File: config.mk
export PLATFORM = sky130hd
export DESIGN_NAME = vor_regs
export DESIGN_NICKNAME = d
export VERILOG_FILES = /design/src/hw/vor_pkg.sv /design/src/hw/vor_regs.sv
export SDC_FILE = /design/constraint.sdc
export NUM_CORES = 1
export LEC_CHECK = 0
export BUFFER_PORTS_ARGS = -buffer_cell sky130_fd_sc_hd__buf_2
export CAP_MARGIN = 30
export CORE_MARGIN = 3
export CORE_UTILIZATION = 50
export DETAILED_ROUTE_END_ITERATION = 10
export GPL_TIMING_DRIVEN = 0
export MAX_ROUTING_LAYER = met4
export PLACE_DENSITY = 0.85
export SYNTH_ARGS = -nofsm -noshare
export SYNTH_HDL_FRONTEND = slang
export SYNTH_SLANG_ARGS = --single-unit
File: constraint.sdc
create_clock -name core_clk -period 1.73 [get_ports core_clk]
set_input_delay 0.346 -clock core_clk [delete_from_list [all_inputs] [get_ports core_clk]]
set_output_delay 0.346 -clock core_clk [all_outputs]
set_load 0.005 [all_outputs]
File: src/hw/vor_pkg.sv
// Package with constants and types of the oscillator output configuration bank
package vor_pkg;
  // Indirect write word carried by main-bank register 05h
  localparam int unsigned IND_ID_LSB = 0;
  localparam int unsigned IND_ID_W = 3;
  localparam int unsigned IND_ADDR_LSB = 3;
  localparam int unsigned IND_ADDR_W = 4;
  localparam int unsigned IND_DATA_LSB = 7;
  localparam int unsigned REG_W = 9;
  localparam int unsigned IND_W = IND_DATA_LSB + REG_W;
  localparam logic [IND_ID_W-1:0] SUBSYS_ID = 3'h0;

  // Register addresses inside the oscillator subsystem
  localparam logic [IND_ADDR_W-1:0] ADDR_OUTPUT_DIVIDE = 4'h2;
  localparam logic [IND_ADDR_W-1:0] ADDR_VCO_OUTPUT_CONFIG = 4'h3;
  localparam logic [IND_ADDR_W-1:0] ADDR_VCO_CAL_BIAS_RESERVED = 4'h4;
  localparam logic [IND_ADDR_W-1:0] ADDR_VCO_COARSE_CAL_RESERVED = 4'h5;
  localparam logic [IND_ADDR_W-1:0] ADDR_VCO_UPPER_CAL_RESERVED = 4'h6;

  // Field positions of vco_output_config
  localparam int unsigned CFG_PRIO_LSB = 0;
  localparam int unsigned CFG_POS_LEG_BIT = 2;
  localparam int unsigned CFG_NEG_LEG_BIT = 3;
  localparam int unsigned CFG_INT_TERM_BIT = 4;
  localparam int unsigned CFG_EXTRA_RES_BIT = 5;
  localparam int unsigned CFG_RSVD_BIT = 6;
  localparam int unsigned CFG_MUTE_LSB = 7;
  localparam int unsigned DIV_W = 6;

  // Priority and mute codes
  localparam logic [1:0] PRIO_POWER = 2'h1;
  localparam logic [1:0] PRIO_PERFORMANCE = 2'h3;
  localparam logic [1:0] MUTE_BY_DIVIDE = 2'h0;
  localparam logic [DIV_W-1:0] DIV_MUTE = 6'h00;

  // Reset values
  localparam logic [REG_W-1:0] RST_OUTPUT_DIVIDE = 9'h001;
  localparam logic [REG_W-1:0] RST_VCO_OUTPUT_CONFIG = 9'h091;
  localparam logic [REG_W-1:0] RST_VCO_CAL_BIAS_RESERVED = 9'h0c9;
  localparam logic [REG_W-1:0] RST_VCO_COARSE_CAL_RESERVED = 9'h0aa;
  localparam logic [REG_W-1:0] RST_VCO_UPPER_CAL_RESERVED = 9'h0ff;

  typedef enum logic {VOR_POWER_PRIORITY, VOR_PERFORMANCE_PRIORITY} vor_prio_type;

  // Decoded controls handed to the analog output stage
  typedef struct packed {
    vor_prio_type priority_mode;
    logic positive_output_leg_en;
    logic negative_output_leg_en;
    logic internal_term_en;
    logic extra_resistance_en;
    logic [1:0] mute_mode;
    logic output_muted;
    logic [DIV_W-1:0] divide_ratio;
  } vor_ctrl_type;

  // Reserved calibration and bias shadows
  typedef struct packed {
    logic [REG_W-1:0] cal_bias;
    logic [REG_W-1:0] coarse_calibration;
    logic [REG_W-1:0] upper_cal;
  } vor_cal_type;
endpackage : vor_pkg

File: src/hw/vor_regs.sv
// Oscillator output configuration bank written indirectly through main register 05h
//
// Summary of operation
// - Priority code 01 power, 11 performance
// - Reset leaves power priority selected
// - Bit 2 enables positive output leg
// - Bit 3 enables negative output leg
// - Bit 4 enables internal bias termination
// - Bit 5 adds termination resistance per leg
// - Mute mode field bits 8:7, default 1
// - Indirect write: id, address, data fields
// - Divide ratio zero mutes the output
`timescale 1ns/1ns
module vor_regs (
  input wire logic core_clk,
  input wire logic arst_n,
  input wire logic ind_wr_en,
  input wire logic [vor_pkg::IND_W-1:0] ind_wr_data,
  output vor_pkg::vor_ctrl_type ctrl,
  output vor_pkg::vor_cal_type cal
);

  logic [vor_pkg::REG_W-1:0] div_q;
  logic [vor_pkg::REG_W-1:0] div_d;
  logic [vor_pkg::REG_W-1:0] cfg_q;
  logic [vor_pkg::REG_W-1:0] cfg_d;
  logic [vor_pkg::REG_W-1:0] bias_q;
  logic [vor_pkg::REG_W-1:0] bias_d;
  logic [vor_pkg::REG_W-1:0] coarse_q;
  logic [vor_pkg::REG_W-1:0] coarse_d;
  logic [vor_pkg::REG_W-1:0] upper_q;
  logic [vor_pkg::REG_W-1:0] upper_d;
  vor_pkg::vor_ctrl_type ctrl_d;
  vor_pkg::vor_ctrl_type ctrl_q;
  logic hit;
  logic [vor_pkg::IND_ADDR_W-1:0] waddr;
  logic [vor_pkg::REG_W-1:0] wdata;

  assign hit = ind_wr_en &&
    (ind_wr_data[vor_pkg::IND_ID_LSB +: vor_pkg::IND_ID_W] == vor_pkg::SUBSYS_ID);
  assign waddr = ind_wr_data[vor_pkg::IND_ADDR_LSB +: vor_pkg::IND_ADDR_W];
  assign wdata = ind_wr_data[vor_pkg::IND_DATA_LSB +: vor_pkg::REG_W];

  // Shadow next values; nothing in the bank is readable
  always_comb
  begin
    div_d = div_q;
    cfg_d = cfg_q;
    bias_d = bias_q;
    coarse_d = coarse_q;
    upper_d = upper_q;
    if (hit)
    begin
      unique case (waddr)
        vor_pkg::ADDR_OUTPUT_DIVIDE: div_d = wdata;
        vor_pkg::ADDR_VCO_OUTPUT_CONFIG:
        begin
          cfg_d = wdata;
          cfg_d[vor_pkg::CFG_RSVD_BIT] = 1'b0;
        end
        vor_pkg::ADDR_VCO_CAL_BIAS_RESERVED: bias_d = wdata;
        vor_pkg::ADDR_VCO_COARSE_CAL_RESERVED: coarse_d = wdata;
        vor_pkg::ADDR_VCO_UPPER_CAL_RESERVED: upper_d = wdata;
        default:
        begin
          // Other addresses belong to registers outside this bank
        end
      endcase
    end
  end

  // Decode of the configuration shadow into output stage controls
  always_comb
  begin
    ctrl_d = '0;
    if (cfg_d[vor_pkg::CFG_PRIO_LSB +: 2] == vor_pkg::PRIO_PERFORMANCE)
    begin
      ctrl_d.priority_mode = vor_pkg::VOR_PERFORMANCE_PRIORITY;
    end
    else
    begin
      // Code 01 and the unsupported codes fall back to low current
      ctrl_d.priority_mode = vor_pkg::VOR_POWER_PRIORITY;
    end
    ctrl_d.positive_output_leg_en = cfg_d[vor_pkg::CFG_POS_LEG_BIT];
    ctrl_d.negative_output_leg_en = cfg_d[vor_pkg::CFG_NEG_LEG_BIT];
    ctrl_d.internal_term_en = cfg_d[vor_pkg::CFG_INT_TERM_BIT];
    ctrl_d.extra_resistance_en = cfg_d[vor_pkg::CFG_EXTRA_RES_BIT];
    ctrl_d.mute_mode = cfg_d[vor_pkg::CFG_MUTE_LSB +: 2];
    ctrl_d.divide_ratio = div_d[vor_pkg::DIV_W-1:0];
    // A zero divide ratio mutes in every mute mode
    ctrl_d.output_muted = (div_d[vor_pkg::DIV_W-1:0] == vor_pkg::DIV_MUTE);
  end

  always_ff @(posedge core_clk or negedge arst_n)
  begin
    if (!arst_n)
    begin
      div_q <= vor_pkg::RST_OUTPUT_DIVIDE;
      cfg_q <= vor_pkg::RST_VCO_OUTPUT_CONFIG;
      bias_q <= vor_pkg::RST_VCO_CAL_BIAS_RESERVED;
      coarse_q <= vor_pkg::RST_VCO_COARSE_CAL_RESERVED;
      upper_q <= vor_pkg::RST_VCO_UPPER_CAL_RESERVED;
      ctrl_q <= '0;
    end
    else
    begin
      div_q <= div_d;
      cfg_q <= cfg_d;
      bias_q <= bias_d;
      coarse_q <= coarse_d;
      upper_q <= upper_d;
      ctrl_q <= ctrl_d;
    end
  end

  assign ctrl = ctrl_q;
  assign cal.cal_bias = bias_q;
  assign cal.coarse_calibration = coarse_q;
  assign cal.upper_cal = upper_q;

endmodule : vor_regs

==> results, run 1 <==
- The run finished, with violations left.
- The final reports fail on negative setup slack.
- VDD sags by at most about 0.56 mV.
- The violation count after the first detailed-route iteration is 44.
- The net switching share of the total power is between 20% and 30%.
- The standard cell core area is roughly 0.0035 mm2.
- The per-cell routed wire length is around 17 um.
- The launch point of the worst hold path is ind_wr_data[13].
- The portion of the post-synthesis area used by sequential elements is 61.68%.
- The worst flop-to-flop path endpoint is ctrl[6]$_DFF_PN0_.
- The number of distinct library cells after synthesis is 18.
- The share of total power in sequential cells is ~57%.
- The largest fanout of any net on the critical path is 5.
- Input and output buffers added on the ports amount to ~60.
- The average footprint of a synthesized cell is ~17 um2.
- The routed via count is around 1,200.
- TritonCTS built the clock tree.
- The critical path goes through buf_6 > or4b_4 > or4b_4 > buf_12 > mux2_4.
- When the netlist entered floorplanning its net count stood at about 130.
- Setup repair after global routing could not meet its margin everywhere.
- The count of buffering cells on the critical path with inverters included is 2.
- For the worst setup path, the data required time is 1.92 ns.
- Yosys mapped a number of flops with a built-in enable equal to 0.
- The worst stage delay on the critical path is around 0.58 ns.
- After clock tree synthesis, the clock-pin slew on the worst setup and hold paths is roughly 0.08 ns.
- The most common cell in the synthesized netlist is sky130_fd_sc_hd__mux2_2.
- The clock tree root driver cell is sky130_fd_sc_hd__clkbuf_8.
- The later-pin clock latency in the skew report is 0.30 ns.
- The headroom to the max-slew limit is 60.79%.
- The share of power burned in combinational logic is between 10 and 15%.
- The via count of the first global-routing pass is approximately 1,200.
- The commonest cells after synthesis are sky130_fd_sc_hd__mux2_2 (33), sky130_fd_sc_hd__dfrtp_1 (26), sky130_fd_sc_hd__dfstp_2 (20).
- The global-route wire length before repair is 6023 um.
- The startpoint-to-endpoint class of the critical path is in -> reg.
- The net total in the final layout is 206.
- The share of post-route cells with drive strength above 1 is 78.72%.
- The worst hold slack is between 0.3 and 0.4 ns.
- The all-layer global routing usage is between 10% and 20%.
- The maximum level of the CTS H-tree is 2.
- The repair_antennas step left the layout with diodes totalling 0.
- The number of fill cells in the layout is ~240.
- The depth of the worst register-to-register path is 3.
- The net load switching power is between 0.5 and 0.6 mW.
- The total overflow reported by the global router is 0.
- The remaining number of nets flagged by the antenna check after routing is 0.
- The number of warning messages in the yosys log is 0.
- The share of the clock period used by the worst path after layout is 107.1%.
- The tool flagged a number of max-cap violations equal to 0.
- 60 I/O pins were placed.
- The number of stages on the worst hold path is 2.
- The x dimension of the die is roughly 68 um.
- The minimum clock period after layout is ~1.9 ns.
- Relative to the synthesized area, the layout overhead comes to 30.05%.
- The power share of the clock group is around 29%.
- The vertical die dimension is between 60 and 70 um.
- The predominant post-synthesis flop cell is sky130_fd_sc_hd__dfrtp_1.
- The floorplan has 21 rows.
- Prior to clock tree synthesis, the placed netlist has a worst setup slack of -0.6381 ns.
- The initial antenna violation count is 0.
- The final layout contains routed wiring with a total length of around 4100 um.
- For this design the ratio of total power to cell area is just under 900 mW/mm2.
- The critical path's slowest cell is sky130_fd_sc_hd__or4b_4.
- The die covers 0.004591 mm2.
- The total count of max-transition violations in the final report is 0.
- The maximum root-to-sink buffer count is 2.
- In the post-route analysis, the smallest setup slack over all paths is -0.1224 ns.
- The kind of start point of the critical path is a primary input.
- The number of hold violations in the final report came to 0.
- Entering global routing, the biggest net connects 47 pins.
- The number of sinks on the clock net is 46.
- The number of synthesized register bits is 46.
- The first detailed-routing pass took 4 iterations.
- The HPWL after detailed placement is 2801 um.
- The highest clock rate is 0.5399 GHz.
- Summed over its instances, the top area cell type makes up between 30% and 40% of the synthesized netlist area.
- The flop-to-flop setup slack is between 0.4 and 0.5 ns.
- The starting density of the core is between 50% and 60%.
- The instance count of the mapped netlist is between 100 and 150.
- The critical path runs through a total of 5 cells.
- The internal portion of total power is 1.668 mW.
- The data arrival at the endpoint of the critical path is ~2 ns.
- The leakage dissipation is ~1.3 nW.
- By area the synthesized netlist is led by sky130_fd_sc_hd__dfrtp_1 (34%), sky130_fd_sc_hd__dfstp_2 (28%), sky130_fd_sc_hd__mux2_2 (19%).
- The min-delay analysis places its worst path in the category in -> reg.
- For the pin with the worst max-slew slack, the measured transition is slightly below 0.6 ns.
- The summed instance area of the synthesized netlist is ~0.0019 mm2.
- For hold timing, the worst endpoint is bias_q[6]$_DFFE_PN1P_.
- The detail-routed via count per cell is 5.192.
- The worst reg2reg path startpoint is ctrl[2]$_DFF_PN0_.
- The final setup skew is 0.008494 ns.
- The most frequent cell on the critical path is sky130_fd_sc_hd__or4b_4.
- After detailed routing, the number of remaining DRC violations is 0.
- Grouping stages by cell kind, the critical path spends the most delay in simple AND/OR/NAND/NOR gates.
- Routability-driven placement finished with a final weighted congestion of approximately 0.65.
- The share of synthesized flip-flops with an asynchronous set or reset is between 90% and 100%.
- The largest total area in the synthesized netlist belongs to sky130_fd_sc_hd__dfrtp_1.
- The worst setup path is captured at a register.
- The final setup violation count is 22.
- The number of buffers created by CTS is 5.
==> power by group through the flow <==
stage	registers, mW	logic (mW)	clock network (mW)
3_3_place_gp	1.25	0.293	0
6_report	1.24	0.314	0.636
4_1_cts	1.24	0.307	0.652
5_1_grt	1.25	0.347	0.703
3_5_place_dp	1.26	0.305	0
2_1_floorplan	1.26	0.139	0
==> registers in the layout (all words and copies together) (netlist names) <==
signal / flops
div_q: 2
coarse_q: 9
upper_q: 9
ctrl: 9
bias_q: 9
cfg_q: 8
==> repair_timing <==
item | 4_1_cts | 5_1_grt
resized for setup | 1 | 5
endpoints found under the hold margin | 0 | 1
buffers inserted | 2 | 1
pin swaps | 2 | 0
setup endpoints to repair | 26 | 26
hold buffers | 0 | 1
cloned | 0 | 1
==> worst max-delay path by stage <==
stage	startpoint	to	slack (ns)
floorplan	ind_wr_data[1]	coarse_q[0]$_DFFE_PN0P_	-0.27
global placement	ind_wr_data[1]	bias_q[1]$_DFFE_PN0P_	-0.59
detailed placement	ind_wr_data[1]	bias_q[1]$_DFFE_PN0P_	-0.64
CTS	ind_wr_data[2]	coarse_q[8]$_DFFE_PN0P_	-0.13
global route	ind_wr_data[2]	coarse_q[2]$_DFFE_PN0P_	-0.12
finish	ind_wr_data[2]	coarse_q[8]$_DFFE_PN0P_	-0.12
==> routing by layer <==
layer / part of all wire [%] / vias to the layer above / GRT usage, % / routed length (um)
li1: - / 548 / - / -
met1: 41 / 615 / 23.29 / 1681
met2: 50 / 48 / 30.38 / 2022
met3: 8.2 / 4 / 5.324 / 336
met4: 0.83 / 0 / 6.076 / 34
met5: 0 / - / - / 0
==> cells by family (layout without fill, tap and decap cells) <==
kind of cell           Yosys count  in the layout  synth area share, %
buffers and inverters           10             83                4.134
DFF                             46             46                61.68
and+or+nand+nor                 16             16                7.087
muxes                           43             43                27.10
==> layout make-up <==
| class | instances | area, um2 | area share, % |
|---|---|---|---|
| Tap cell | 46 | 57.56 | 2.321 |
| Clock buffer | 6 | 72.57 | 2.926 |
| Multi-Input combinational cell | 59 | 683.2 | 27.55 |
| Clock inverter | 2 | 13.76 | 0.5550 |
| Buffer | 10 | 87.58 | 3.532 |
| Sequential cell | 46 | 1176 | 47.43 |
| Timing Repair Buffer | 65 | 389.1 | 15.69 |
==> per-stage QoR <==
stage / cell area [um2] / total power, mW / util, % / std cells / TNS, ns
after floorplan: 1933 / 1.398 / - / 115 / -4.585
after detailed placement: 2286 / 1.564 / 65.41 / 220 / -14.25
after global placement: 2286 / 1.545 / 65.41 / 220 / -11.71
final: 2480 / 2.192 / 70.96 / 234 / -1.206
after CTS: 2391 / 2.200 / 68.42 / 230 / -1.220
after global routing: 2480 / 2.302 / 70.96 / 234 / -2.038
==> cell usage in the layout, fill, tap and decap left out, types with 2 or more instances in the layout <==
cell / synthesis / layout
sky130_fd_sc_hd__buf_12: 0 / 2
sky130_fd_sc_hd__buf_2: 0 / 57
sky130_fd_sc_hd__buf_4: 9 / 11
sky130_fd_sc_hd__buf_6: 1 / 3
sky130_fd_sc_hd__clkbuf_8: 0 / 5
sky130_fd_sc_hd__dfrtp_1: 26 / 26
sky130_fd_sc_hd__dfstp_2: 20 / 20
sky130_fd_sc_hd__mux2_2: 33 / 26
sky130_fd_sc_hd__mux2_4: 9 / 16
sky130_fd_sc_hd__nand2_1: 3 / 3
sky130_fd_sc_hd__nor3_1: 2 / 2
sky130_fd_sc_hd__or4_1: 2 / 2
sky130_fd_sc_hd__or4b_4: 2 / 2
Note: power is estimated with default switching activity, not from simulation.
==> run 2, diff against run 1 <==
CORE_UTILIZATION = 40   (was 50)
PLACE_DENSITY = 0.72   (was 0.85)
SKIP_LAST_GASP = 1   (was unset)
==> run 2 against run 1 <==
- core utilization decreased by 16 points
- via count down 2.0%
- non-clock buffer count shrank 2
- cell area decreased by 1.2%
- power rose by 0.22%
- maximum frequency is essentially flat
- routed wire length is 5.1% lower
- count of clock-buffer cells in the layout grew 1
- the run still ends with negative setup slack left
- register-to-register slack better by 0.04 ns
- die area rose by 23%
==> results, run 2 (same netlist as run 1, synthesis figures left out) <==
- Using the TritonRoute via totals, the vias-per-cell ratio works out to roughly 5.0.
- Wires add up to just under 4000 um.
- TritonCTS built the clock tree.
- The global routing usage on met2 is 25.82%.
- The later-pin clock latency in the skew report is between 0.2 and 0.3 ns.
- The global-route met3 utilization is under 10%.
- The final critical path takes up 107.0% of the cycle.
- The final standard cell area without fillers is 0.002451 mm2.
- The per-cell routed wire length is approximately 16 um.
- The summed negative setup slack over all endpoints is -1.373 ns.
- The total overflow reported by the global router is 0.
- The total count of max-transition violations in the final report is 0.
- After detailed placement, the total cell area comes to approximately 0.0023 mm2.
- The net load switching power is around 0.49 mW.
- The net total in the final layout is between 200 and 250.
- The internal portion of total power is around 1.7 mW.
- The number of buffers and inverters on the critical path is 2.
- The starting density of the core is a little over two fifths.
- The number of standard-cell rows in the floorplan is 24.
- Sequential cells account for about 56% of the total power.
- The clock drives 46 sinks.
- Relative to the synthesized area, the layout overhead comes to 28.54%.
- The run finished, with violations left.
- The maximum resistive drop on vdd is ~0.55 mV.
- The clock tree root driver cell is sky130_fd_sc_hd__clkbuf_8.
- The power share of the clock group is 29.5%.
- The initial antenna violation count is 0.
- The tool flagged a number of max-cap violations equal to 0.
- The maximum level of the CTS H-tree is 2.
- The quantity of I/O buffers inserted on ports is 59.
- The share of post-route cells with drive strength above 1 is 77.96%.
- The half-perimeter wire length of the detailed placement result is 2857 um.
- For the final database, setup skew stands at ~0.0048 ns.
- The most frequent standard cell in the layout excluding fill and tap cells is sky130_fd_sc_hd__buf_2.
- The worst stage delay on the critical path is roughly 0.56 ns.
- The number of buffers created by CTS is 5.
- For the worst setup path, the data required time is around 1.9 ns.
- At the pin with the least slew margin, the transition time is between 0.5 and 0.6 ns.
- The number of antenna diodes in the final layout is 0.
- The flop-to-flop setup slack is 0.47 ns.
- The first detailed-routing pass took 2 iterations.
- The routed via count is between 1,000 and 1,500.
- The pin count of the biggest net entering global routing is between 40 and 50.
- The top-level I/O count is 60.
- The setup slack of the critical path after layout is -0.1218 ns.
- The floorplan step defined a die boundary enclosing about 0.0056 mm2.
- The cell family contributing the most delay on the critical path is simple AND/OR/NAND/NOR gates.
- The leakage dissipation is roughly 1.3 nW.
- Global routing used between 10% and 20% of the available tracks across all layers.
- Setup repair after global routing could not meet its margin everywhere.
- Among all stages on the critical path, the largest delay is contributed by sky130_fd_sc_hd__or4b_4.
- Subtracting the final worst setup slack from the clock period gives roughly 1.9 ns.
- The min-delay analysis places its worst path in the category in -> reg.
- The headroom to the max-slew limit is between 50% and 60%.
- The startpoint-to-endpoint class of the critical path is in -> reg.
- The most frequent cell on the critical path is sky130_fd_sc_hd__or4b_4.
- The met1 track utilization from global routing is between 10% and 20%.
- The x dimension of the die is 75.05 um.
- The signal on the critical path passes through buf_2 > or4b_4 > or4b_4 > buf_12 > mux2_4.
- The longest clock path from root to sink contains 2 buffers.
- The final reports fail on negative setup slack.
- The net switching share of the total power is approximately 23%.
- The data arrival at the endpoint of the critical path is approximately 2 ns.
- The kind of start point of the critical path is a primary input.
- In the layout the commonest cells are sky130_fd_sc_hd__buf_2 (59), sky130_fd_sc_hd__mux2_2 (26), sky130_fd_sc_hd__dfrtp_1 (26).
- The final setup violation count is 24.
- Measured along the y axis, the die boundary spans 75.05 um.
- Summing all multi-input logic gate instances after layout gives 678.2 um2.
- At the end of routability-driven placement, the weighted congestion stood at around 0.78.
- The violation count after the first detailed-route iteration is 24.
- The standard cell core area is 0.004474 mm2.
- In this run the remaining antenna-violating nets after routing total 0.
- The final total power is approximately 2.2 mW.
- The worst slack at placement is -0.6092 ns.
- The largest fanout of any net on the critical path is 9.
- The global routing stage identified its most utilized layer as met2.
- The nature of the critical path endpoint is a register.
- The share of power burned in combinational logic is ~14%.
- In this run the power density over the cells is about 900 mW/mm2.
- The number of fill cells in the layout is approximately 370.
- The highest clock rate is around 0.54 GHz.
- Clock-pin slew was measured on the worst setup and hold paths at approximately 0.080 ns.
- The sequential cells in the finished layout cover a total of roughly 0.0012 mm2.
- The number of hold violations in the final report came to 0.
- The first global-routing pass estimated approximately 6300 um of wire.
- The via count of the first global-routing pass came to around 1,300.
- After detailed routing, the number of remaining DRC violations is 0.
==> run 2: changes by cell type in the layout (fill, tap and decap cells not counted), sizes merged <==
cell,change
clkinv,-1
buf,-1
==> run 2: path summary, 6_finish.rpt <==
| kind | start | end | cells past startpoint |
|---|---|---|---|
| worst max register to register | ctrl[2]$_DFF_PN0_ | ctrl[6]$_DFF_PN0_ | 3 |
| worst min-delay path | ind_wr_data[13] | coarse_q[6]$_DFFE_PN0P_ | 2 |
| worst max-delay path | ind_wr_data[2] | coarse_q[0]$_DFFE_PN0P_ | 5 |
| min in group asynchronous | arst_n | coarse_q[6]$_DFFE_PN0P_ | 2 |
| max in group asynchronous | arst_n | cfg_q[0]$_DFF_PN1_ | 3 |
| worst min register to register | upper_q[8]$_DFFE_PN0P_ | upper_q[8]$_DFFE_PN0P_ | 1 |
==> run 2: layout make-up <==
| class | instances | share of cell area (%) |
|---|---|---|
| Buffer | 10 | 3.573 |
| Sequential cell | 46 | 47.98 |
| Clock buffer | 7 | 3.522 |
| Timing Repair Buffer | 63 | 14.40 |
| Tap cell | 52 | 2.654 |
| Clock inverter | 1 | 0.2042 |
| Multi-Input combinational cell | 59 | 27.67 |
==> run 2: power groups by stage <==
| stage | registers, mW | clock network (mW) | logic, mW |
|---|---|---|---|
| after floorplan | 1.26 | 0 | 0.139 |
| after global placement | 1.25 | 0 | 0.295 |
| after detailed placement | 1.26 | 0 | 0.305 |
| after CTS | 1.24 | 0.671 | 0.307 |
| after global routing | 1.25 | 0.740 | 0.340 |
| final | 1.24 | 0.648 | 0.308 |
==> run 2: through the flow <==
stage / hold slack [ns] / cells / util [%]
floorplan: 0.05041 / 115 / -
global placement: 0.4852 / 226 / 51.26
detailed placement: 0.4961 / 226 / 51.26
CTS: 0.2522 / 235 / 53.94
global route: 0.3077 / 238 / 54.78
finish: 0.3204 / 238 / 54.78
==> run 2: metal layers <==
layer	wire length, um	up-vias
li1	-	544
met5	0	-
met4	43	0
met2	1978	40
met3	225	5
met1	1621	602
==> run 2: what timing repair did <==
| action | 4_1_cts | 5_1_grt |
|---|---|---|
| gates resized for setup | 2 | 0 |
| setup buffers | 1 | 1 |
| hold buffers | 0 | 1 |
| setup endpoints to repair | 26 | 17 |
| pin swaps | 2 | 0 |
| hold endpoints to repair | 0 | 1 |
